File: config.mk
export PLATFORM = sky130hd
export DESIGN_NAME = rtcta_core
export DESIGN_NICKNAME = d
export VERILOG_FILES = /design/src/design/rtcta_core.v
export VERILOG_INCLUDE_DIRS = /design/src /design/src/design
export SDC_FILE = /design/constraint.sdc
export NUM_CORES = 1
export LEC_CHECK = 0
export BUFFER_PORTS_ARGS = -buffer_cell sky130_fd_sc_hd__buf_2
export CAP_MARGIN = 5
export CORE_UTILIZATION = 30
export DETAILED_ROUTE_END_ITERATION = 16
export HOLD_SLACK_MARGIN = 0.06
export PLACE_DENSITY = 0.55
export SYNTH_ARGS = -nofsm -noshare
export SYNTH_HDL_FRONTEND = slang
export SYNTH_SLANG_ARGS = --single-unit
File: constraint.sdc
create_clock -name pclk -period 2.7 [get_ports pclk]
set_input_delay 0.405 -clock pclk [delete_from_list [all_inputs] [get_ports pclk]]
set_output_delay 0.405 -clock pclk [all_outputs]
set_load 0.01 [all_outputs]
File: src/design/rtcta_regs.vh
// Register map, field positions, reset values and timing figures of the tick/alarm counter.
// Assumes inclusion by the counter core only; definitions only.
`ifndef RTCTA_REGS_VH
`define RTCTA_REGS_VH

// ==========================================
// Register byte offsets
`define RTCTA_OFS_CONTROL       8'h00
`define RTCTA_OFS_SRC_SELECT    8'h04
`define RTCTA_OFS_IRQ_ENABLE    8'h08
`define RTCTA_OFS_RAW_STATUS    8'h0C
`define RTCTA_OFS_IRQ_CLEAR     8'h10
`define RTCTA_OFS_TICK_RELOAD   8'h14
`define RTCTA_OFS_TICK_COUNT    8'h18
`define RTCTA_OFS_ALARM_RELOAD  8'h1C
`define RTCTA_OFS_ALARM_COUNT   8'h20

// ==========================================
// Field positions
`define RTCTA_BIT_RUN_ON        0
`define RTCTA_BIT_TICK          0
`define RTCTA_BIT_ALARM         1
`define RTCTA_BIT_WRAP          2
`define RTCTA_TICK_RELOAD_MSB   19

// ==========================================
// Source select codes
`define RTCTA_SRC_INT_SLOW      2'h0
`define RTCTA_SRC_EXT_SLOW      2'h1
`define RTCTA_SRC_RESERVED      2'h2
`define RTCTA_SRC_EXT_FAST      2'h3

// ==========================================
// Reset values and alarm counter maximum
`define RTCTA_RST_TICK_RELOAD   20'h08000
`define RTCTA_RST_ALARM_RELOAD  32'h0FFFFFFF
`define RTCTA_ALARM_MAX         32'h0FFFFFFF

// ==========================================
// Timing: fast crystal divide ratio
`define RTCTA_FAST_DIVIDE       128

`endif

File: src/design/rtcta_core.v
// Tick/alarm real-time counter with an APB register slave.
// Assumes pclk at 200 MHz; the three source clocks are asynchronous pins far slower
// than pclk, so each is synchronised and edge-detected in the pclk domain.
// Writes to the read-only words are ignored; unmapped offsets answer with pslverr.
// The reserved source code leaves both counters standing.
//
// Overview of operation
// Enabling clears both counters and starts counting.
// Software sets enable last in setup.
// Software disables before changing clock source.
// Source code picks slow, crystal, or fast/128.
// Changing source clears both counters.
// Enable register holds wrap, alarm, tick enables.
// Request raised per set flag when enabled.
// Wrap flag set on alarm counter rollover.
// Alarm flag set when alarm count matches reload.
// Tick flag set when tick count matches reload.
// Flags read-only; write one clears flag.
// Tick reload 20 bits, writes clear both counters.
// Zero tick reload stored as default.
// Tick counter readable, resets to zero.
// Alarm reload writable; write clears alarm counter.
// Zero alarm reload stored as default.
// Alarm counter readable, resets to zero.
// Alarm counter advances once per tick period.
// Tick flag rises before the count update.
// Tick counter wraps at reload, emits tick.
// While disabled counters hold, no flags set.
`timescale 1ns/10ps
`include "rtcta_regs.vh"

module rtcta_core #(
	parameter FAST_DIV = `RTCTA_FAST_DIVIDE
) (
	// Clock and reset
	input  wire        pclk,
	input  wire        presetn,
	// APB register port
	input  wire        psel,
	input  wire        penable,
	input  wire        pwrite,
	input  wire [7:0]  paddr,
	input  wire [31:0] pwdata,
	output wire        pready,
	output wire        pslverr,
	output wire [31:0] prdata,
	// Asynchronous source clock pins
	input  wire        int_slow_osc_clk,
	input  wire        ext_slow_xtal_clk,
	input  wire        ext_fast_xtal_clk,
	// Event outputs
	output wire [2:0]  irq_req,
	output wire        tick_pulse
);

	// ==========================================
	// Local helpers

	// Address lies on one of the mapped words
	function rtcta_mapped;
		input [7:0] a;
		begin
			rtcta_mapped = (a[1:0] == 2'h0) && (a <= `RTCTA_OFS_ALARM_COUNT);
		end
	endfunction

	// Access phase of a transfer to one given register offset
	function rtcta_hit;
		input       acc;
		input [7:0] a;
		input [7:0] ofs;
		begin
			rtcta_hit = acc && (a == ofs);
		end
	endfunction

	// Alarm counter sits on its last value before rolling over
	function rtcta_at_max;
		input [31:0] cnt;
		begin
			rtcta_at_max = (cnt == `RTCTA_ALARM_MAX);
		end
	endfunction

	// Last prescaler state, cut to the counter width on purpose
	localparam integer FAST_DIV_LAST_INT = FAST_DIV - 1;
	localparam [7:0]   FAST_DIV_LAST     = FAST_DIV_LAST_INT[7:0];

	// ==========================================
	// Declarations
	reg  [2:0]  sync_a_ff;
	reg  [2:0]  sync_b_ff;
	reg  [2:0]  sync_prev_ff;
	reg  [7:0]  fast_div_ff;
	reg         run_on_ff;
	reg  [1:0]  source_pick_ff;
	reg  [2:0]  irq_on_ff;
	reg  [2:0]  raw_flag_ff;
	reg  [19:0] tick_reload_ff;
	reg  [31:0] alarm_reload_ff;
	reg  [31:0] tick_counter_ff;
	reg  [31:0] alarm_counter_ff;
	reg  [31:0] prdata_ff;
	reg         tick_pulse_ff;
	reg  [31:0] nxt_prdata;
	reg  [2:0]  nxt_raw_flag;
	reg  [31:0] nxt_tick_counter;
	reg  [31:0] nxt_alarm_counter;
	reg         nxt_tick_pulse;
	reg         src_edge;
	wire [2:0]  rise;
	wire        fast_edge;
	wire        setup_ph;
	wire        wr_acc;
	wire        wr_ctrl;
	wire        wr_src;
	wire        wr_treload;
	wire        wr_areload;
	wire        wr_clear;
	wire        wr_ienable;
	wire        start_run;
	wire        src_change;
	wire        clr_both;
	wire        clr_alarm;
	wire        tick_match;
	wire        alarm_match;
	wire        alarm_at_max;

	// ==========================================
	// Source clock synchronisers and edge detection

	// Two flops per source pin; nothing else reads the first stage
	always @(posedge pclk or negedge presetn) begin
		if (!presetn) begin
			sync_a_ff <= 3'h0;
			sync_b_ff <= 3'h0;
		end else begin
			sync_a_ff <= {ext_fast_xtal_clk, ext_slow_xtal_clk, int_slow_osc_clk};
			sync_b_ff <= sync_a_ff;
		end
	end

	// History of the second stage for rising edge detection
	always @(posedge pclk or negedge presetn) begin
		if (!presetn) begin
			sync_prev_ff <= 3'h0;
		end else begin
			sync_prev_ff <= sync_b_ff;
		end
	end

	assign rise = sync_b_ff & ~sync_prev_ff;

	// Fast crystal prescaler: one enable every FAST_DIV rising edges
	always @(posedge pclk or negedge presetn) begin
		if (!presetn) begin
			fast_div_ff <= 8'h00;
		end else if (rise[2]) begin
			fast_div_ff <= (fast_div_ff == FAST_DIV_LAST) ? 8'h00 : fast_div_ff + 8'h01;
		end
	end

	assign fast_edge = rise[2] && (fast_div_ff == FAST_DIV_LAST);

	// Selected counting edge; the reserved code never counts
	always @* begin
		case (source_pick_ff)
			`RTCTA_SRC_INT_SLOW: src_edge = rise[0];
			`RTCTA_SRC_EXT_SLOW: src_edge = rise[1];
			`RTCTA_SRC_EXT_FAST: src_edge = fast_edge;
			default:             src_edge = 1'b0;
		endcase
	end

	// ==========================================
	// APB slave decode

	// One wait-free access phase; read data captured in the setup cycle
	assign setup_ph   = psel && !penable;
	assign pready     = psel && penable;
	assign pslverr    = psel && penable && !rtcta_mapped(paddr);
	assign wr_acc     = psel && penable && pwrite;
	assign wr_ctrl    = rtcta_hit(wr_acc, paddr, `RTCTA_OFS_CONTROL);
	assign wr_src     = rtcta_hit(wr_acc, paddr, `RTCTA_OFS_SRC_SELECT);
	assign wr_ienable = rtcta_hit(wr_acc, paddr, `RTCTA_OFS_IRQ_ENABLE);
	assign wr_treload = rtcta_hit(wr_acc, paddr, `RTCTA_OFS_TICK_RELOAD);
	assign wr_areload = rtcta_hit(wr_acc, paddr, `RTCTA_OFS_ALARM_RELOAD);
	assign wr_clear   = rtcta_hit(wr_acc, paddr, `RTCTA_OFS_IRQ_CLEAR);
	assign prdata     = prdata_ff;

	// Counter clear causes
	assign start_run  = wr_ctrl && pwdata[`RTCTA_BIT_RUN_ON] && !run_on_ff;
	assign src_change = wr_src && (pwdata[1:0] != source_pick_ff);
	assign clr_both   = start_run || src_change || wr_treload;
	assign clr_alarm  = clr_both || wr_areload;

	// Read multiplexer
	always @* begin
		nxt_prdata = 32'h00000000;
		case (paddr)
			`RTCTA_OFS_CONTROL:      nxt_prdata = {31'h00000000, run_on_ff};
			`RTCTA_OFS_SRC_SELECT:   nxt_prdata = {30'h00000000, source_pick_ff};
			`RTCTA_OFS_IRQ_ENABLE:   nxt_prdata = {29'h00000000, irq_on_ff};
			`RTCTA_OFS_RAW_STATUS:   nxt_prdata = {29'h00000000, raw_flag_ff};
			`RTCTA_OFS_TICK_RELOAD:  nxt_prdata = {12'h000, tick_reload_ff};
			`RTCTA_OFS_TICK_COUNT:   nxt_prdata = tick_counter_ff;
			`RTCTA_OFS_ALARM_RELOAD: nxt_prdata = alarm_reload_ff;
			`RTCTA_OFS_ALARM_COUNT:  nxt_prdata = alarm_counter_ff;
			default:                 nxt_prdata = 32'h00000000;
		endcase
	end

	// Read data register
	always @(posedge pclk or negedge presetn) begin
		if (!presetn) begin
			prdata_ff <= 32'h00000000;
		end else if (setup_ph && !pwrite) begin
			prdata_ff <= nxt_prdata;
		end
	end

	// ==========================================
	// Configuration registers

	// Run control bit; the clear on a 0 to 1 write lives in the counter logic
	always @(posedge pclk or negedge presetn) begin
		if (!presetn) begin
			run_on_ff <= 1'b0;
		end else if (wr_ctrl) begin
			run_on_ff <= pwdata[`RTCTA_BIT_RUN_ON];
		end
	end

	// Source select; a change of code clears both counters below
	always @(posedge pclk or negedge presetn) begin
		if (!presetn) begin
			source_pick_ff <= `RTCTA_SRC_INT_SLOW;
		end else if (wr_src) begin
			source_pick_ff <= pwdata[1:0];
		end
	end

	// Request enables, one bit per event
	always @(posedge pclk or negedge presetn) begin
		if (!presetn) begin
			irq_on_ff <= 3'h0;
		end else if (wr_ienable) begin
			irq_on_ff <= pwdata[2:0];
		end
	end

	// Reload values; a zero write takes the default so counting never stalls
	always @(posedge pclk or negedge presetn) begin
		if (!presetn) begin
			tick_reload_ff  <= `RTCTA_RST_TICK_RELOAD;
			alarm_reload_ff <= `RTCTA_RST_ALARM_RELOAD;
		end else begin
			if (wr_treload) begin
				tick_reload_ff <= (pwdata[19:0] == 20'h00000) ? `RTCTA_RST_TICK_RELOAD
				                                              : pwdata[19:0];
			end
			if (wr_areload) begin
				alarm_reload_ff <= (pwdata == 32'h00000000) ? `RTCTA_RST_ALARM_RELOAD
				                                            : pwdata;
			end
		end
	end

	// ==========================================
	// Counters and flags

	assign tick_match  = (tick_counter_ff == {12'h000, tick_reload_ff});
	assign alarm_match = (alarm_counter_ff == alarm_reload_ff);
	assign alarm_at_max = rtcta_at_max(alarm_counter_ff);

	// Next counter values: count source edges only while running
	always @* begin
		nxt_tick_counter  = tick_counter_ff;
		nxt_alarm_counter = alarm_counter_ff;
		nxt_tick_pulse    = 1'b0;
		if (run_on_ff && src_edge) begin
			if (tick_match) begin
				nxt_tick_counter = 32'h00000000;
				nxt_tick_pulse   = 1'b1;
				if (alarm_at_max) begin
					nxt_alarm_counter = 32'h00000000;
				end else begin
					nxt_alarm_counter = alarm_counter_ff + 32'h00000001;
				end
			end else begin
				nxt_tick_counter = tick_counter_ff + 32'h00000001;
			end
		end
		if (clr_both) begin
			nxt_tick_counter = 32'h00000000;
		end
		if (clr_alarm) begin
			nxt_alarm_counter = 32'h00000000;
		end
	end

	// Flags: write-one clear, but a same-cycle set wins
	always @* begin
		nxt_raw_flag = raw_flag_ff;
		if (wr_clear) begin
			nxt_raw_flag = raw_flag_ff & ~pwdata[2:0];
		end
		if (run_on_ff) begin
			if (tick_match) begin
				nxt_raw_flag[`RTCTA_BIT_TICK] = 1'b1;
			end
			if (alarm_match) begin
				nxt_raw_flag[`RTCTA_BIT_ALARM] = 1'b1;
			end
			if (src_edge && tick_match && alarm_at_max) begin
				nxt_raw_flag[`RTCTA_BIT_WRAP] = 1'b1;
			end
		end
	end

	// Counter state
	always @(posedge pclk or negedge presetn) begin
		if (!presetn) begin
			tick_counter_ff  <= 32'h00000000;
			alarm_counter_ff <= 32'h00000000;
		end else begin
			tick_counter_ff  <= nxt_tick_counter;
			alarm_counter_ff <= nxt_alarm_counter;
		end
	end

	// Sticky flag and tick pulse state
	always @(posedge pclk or negedge presetn) begin
		if (!presetn) begin
			raw_flag_ff   <= 3'h0;
			tick_pulse_ff <= 1'b0;
		end else begin
			raw_flag_ff   <= nxt_raw_flag;
			tick_pulse_ff <= nxt_tick_pulse;
		end
	end

	// Request lines: each flag gated by its own enable
	assign irq_req    = raw_flag_ff & irq_on_ff;
	assign tick_pulse = tick_pulse_ff;

endmodule

==> run metrics <==
status complete, no violations; count of distinct cell types in the synthesized netlist 68; Detailed Place HPWL between 20000 and 25000 µm; final antenna diode count 0; height of the die between 150 and 200 µm; critical path startpoint category register; power per standard cell area ~560 mW/mm²; period utilisation layout 93.2%; setup repair after global routing missed its margin false; instance area at placement roughly 0.011 mm²; number of enable-type register cells in the synthesized netlist 0; post-route setup slack about 180 ps; RR Startpoint tick_counter_ff[27]; Congestion Overflow GR 0; core area about 0.03 mm²; total iterations of the first detailed-routing run 6; buffer type at the clock tree root sky130_fd_sc_hd__clkbuf_16; placement row count 64; number of design-rule violations left by the first detailed-router iteration 557; worst hold path stage count 3; combined area of all synthesized cells 0.00938 mm²; Place WS 193 ps; Sum Neg Setup Slack 0 ps; pin count of the biggest net entering global routing between 60 and 70; max-cap check violation count 0; clk_lat worst skew 450 ps; number of global-route vias before repair 8042; area of all placed cells without fillers 0.0114 mm²; Yosys warning total 0; kind of end point of the critical path register; Seq/Total Area, Yosys 47.1%; cell types with the highest counts after synthesis 146 x sky130_fd_sc_hd__dfrtp_1, 124 x sky130_fd_sc_hd__nand2_1, 92 x sky130_fd_sc_hd__nor2_1; Gates resized, CTS repair 0; number of synthesized register bits 175; Tightest Pin Transition between 600 and 700 ps; start point of the critical path tick_counter_ff[27]; proportion of register bits with asynchronous set or reset after synthesis between 90% and 100%; post-detailed-route wirelength per cell 20.3 µm; cell type of the slowest stage on the worst timing path sky130_fd_sc_hd__or4_1; Slew Viols, Final 0; largest incremental delay on the critical path 510 ps; worst setup path category register to register; buffer levels on the longest clock path 2; worst-path cell chain nor4_1 > nand4_1 > nor4_4 > nand3_2 > buf_12 > or4_1 > a21oi_1; cell class contributing the biggest share of worst-path delay simple AND/OR/NAND/NOR gates; post-route non-filler standard cell count 1523; GR Util All Layers 20.0%; leakage power of the design 4.77 nW; worst clock skew on the final layout 26.7 ps; H-tree levels 4; worst hold path startpoint pwdata[3]; crit-path max FO between 40 and 50; gate count after technology mapping 993; area leader, netlist sky130_fd_sc_hd__dfrtp_1; arrival time at the worst endpoint 2870 ps; sinks on the clock net 175; post-layout min period 2520 ps; buffers plus inverters on the worst setup path 1; worst min path class input port to register; count of final setup violators 0; total die area roughly 0.032 mm²; Peak VDD IR approximately 0.37 mV; Worst-path clk slew 70 ps; count of boundary I/O pins between 80 and 90; DRC 0; CTS tree yes; data required time at the worst endpoint 3050 ps; cells taking the most area after synthesis sky130_fd_sc_hd__dfrtp_1 39%, sky130_fd_sc_hd__dfstp_2 8.1%, sky130_fd_sc_hd__nand2_1 5.0%, sky130_fd_sc_hd__xor2_1 3.8%, sky130_fd_sc_hd__nor2_1 3.7%; signed area change from the synthesized netlist to the final layout 21.5%; die width 179 µm; layout cell share with drive strength beyond 1 about 22%; library cell with the highest instance count after synthesis sky130_fd_sc_hd__dfrtp_1; syn_nets 1044; relative max-transition margin 56.9%; number of nets still failing antenna checks after routing 0; global placer's final weighted congestion 0.895; mean post-synth cell area 9.44 µm²; number of vias per cell 5.43; number of fillers in the final layout 3127; input/output buffers 85; Reg2Reg Depth 7; logic depth of the worst setup path including buffers 7; first-pass GRT wire length about 48000 µm; number of vias in the routed layout 8271; total placed cells including tap cells 1483; antenna violations before repair 0; nets@finish 1165; area share of the largest cell type after synthesis 39.0%; most used flip-flop cell after synthesis sky130_fd_sc_hd__dfrtp_1; Initial Utilization 30.6%; total wire length 30900 µm; achievable frequency 0.397 GHz; number of buffers added by the clock tree synthesis step 17; hold violation count in the final report 0
-- metal layers --
metal  wire (µm)  global-route usage (%)  vias to the layer above  share of wire, %
met2       14200                    30.9                      234                46
met5           0                       0                        -                 0
li1            -                       -                     3870                 -
met1       14100                    28.0                     4117                46
met3        1520                    3.27                       50               4.9
met4         963                    7.77                        0               3.1
-- per-stage QoR --
step                hold slack, ps  utilization [%]  power [mW]
floorplan                      109                -        3.45
global placement               333             34.9        3.86
detailed placement             335             34.9        3.87
CTS                           60.3             37.0        6.42
global route                   200             37.2        6.64
finish                         203             37.2        6.37
-- sequential cells by signal, indices dropped and copies added (netlist names), 2 cells and up --
signal,count
sync_b_ff,3
tick_counter_ff,32
fast_div_ff,8
sync_a_ff,3
prdata,32
sync_prev_ff,3
source_pick_ff,2
raw_flag_ff,3
alarm_reload_ff,32
tick_reload_ff,20
alarm_counter_ff,32
irq_on_ff,3
-- kinds of logic (layout without fill, tap and decap cells) --
| group | Yosys count | count (layout) | share of synthesized area (%) |
|---|---|---|---|
| flops | 175 | 175 | 47.1 |
| compound gates | 220 | 220 | 16.1 |
| fa+ha+maj | 3 | 3 | 0.400 |
| xor+xnor | 80 | 80 | 7.47 |
| mux | 28 | 28 | 3.14 |
| simple gates | 406 | 406 | 22.2 |
| buf+inv | 81 | 215 | 3.56 |
-- final cells by class --
cell class	instances	area, µm²	share of cell area [%]
multi-input combinational	737	4640	40.7
timing repair buffer	168	1180	10.3
inverter	15	56.3	0.494
sequential	175	4420	38.7
clock buffer	17	425	3.73
clock inverter	15	188	1.65
tap	396	495	4.35
-- tightest hold or removal path: cells and delay by family --
family,cells,cell delay [ps]
buf+inv,1,100
simple gates,2,100
-- what timing repair did --
item                                   in CTS  in global routing
hold buffers                                3                  1
setup buffers                               0                  4
setup endpoints to repair                   0                  8
endpoints found under the hold margin      43                  1
-- layout by cell type, fill, tap and decap left out, types with 14 or more instances in the layout --
cell	netlist	routed
sky130_fd_sc_hd__nor4_1	20	20
sky130_fd_sc_hd__inv_1	15	15
sky130_fd_sc_hd__nand2_1	124	124
sky130_fd_sc_hd__a21oi_1	58	58
sky130_fd_sc_hd__nor2_1	92	92
sky130_fd_sc_hd__xor2_1	41	41
sky130_fd_sc_hd__or4_1	18	18
sky130_fd_sc_hd__o22a_1	29	29
sky130_fd_sc_hd__nand4_1	33	33
sky130_fd_sc_hd__clkbuf_16	0	17
sky130_fd_sc_hd__a31oi_1	25	25
sky130_fd_sc_hd__nand3_1	32	32
sky130_fd_sc_hd__o21ai_0	33	32
sky130_fd_sc_hd__buf_2	11	84
sky130_fd_sc_hd__dfrtp_1	146	146
sky130_fd_sc_hd__and2_1	14	14
sky130_fd_sc_hd__buf_4	0	70
sky130_fd_sc_hd__xnor2_1	39	39
sky130_fd_sc_hd__dfstp_2	29	29
sky130_fd_sc_hd__mux2i_1	17	17
-- power breakdown --
| part | internal, mW | switching (mW) |
|---|---|---|
| combinational | 0.363 | 0.509 |
| sequential | 2.80 | 0.155 |
| clock | 1.27 | 1.28 |
-- path summary, 6_finish.rpt --
check	end	slack, ps
max	alarm_counter_ff[26]	180
min	tick_reload_ff[3]	200
max reg2reg	alarm_counter_ff[26]	180
min reg2reg	sync_b_ff[2]	350
max in group asynchronous	alarm_reload_ff[20]	1420
min in group asynchronous	tick_counter_ff[29]	500
(Power assumes the default switching activity.)
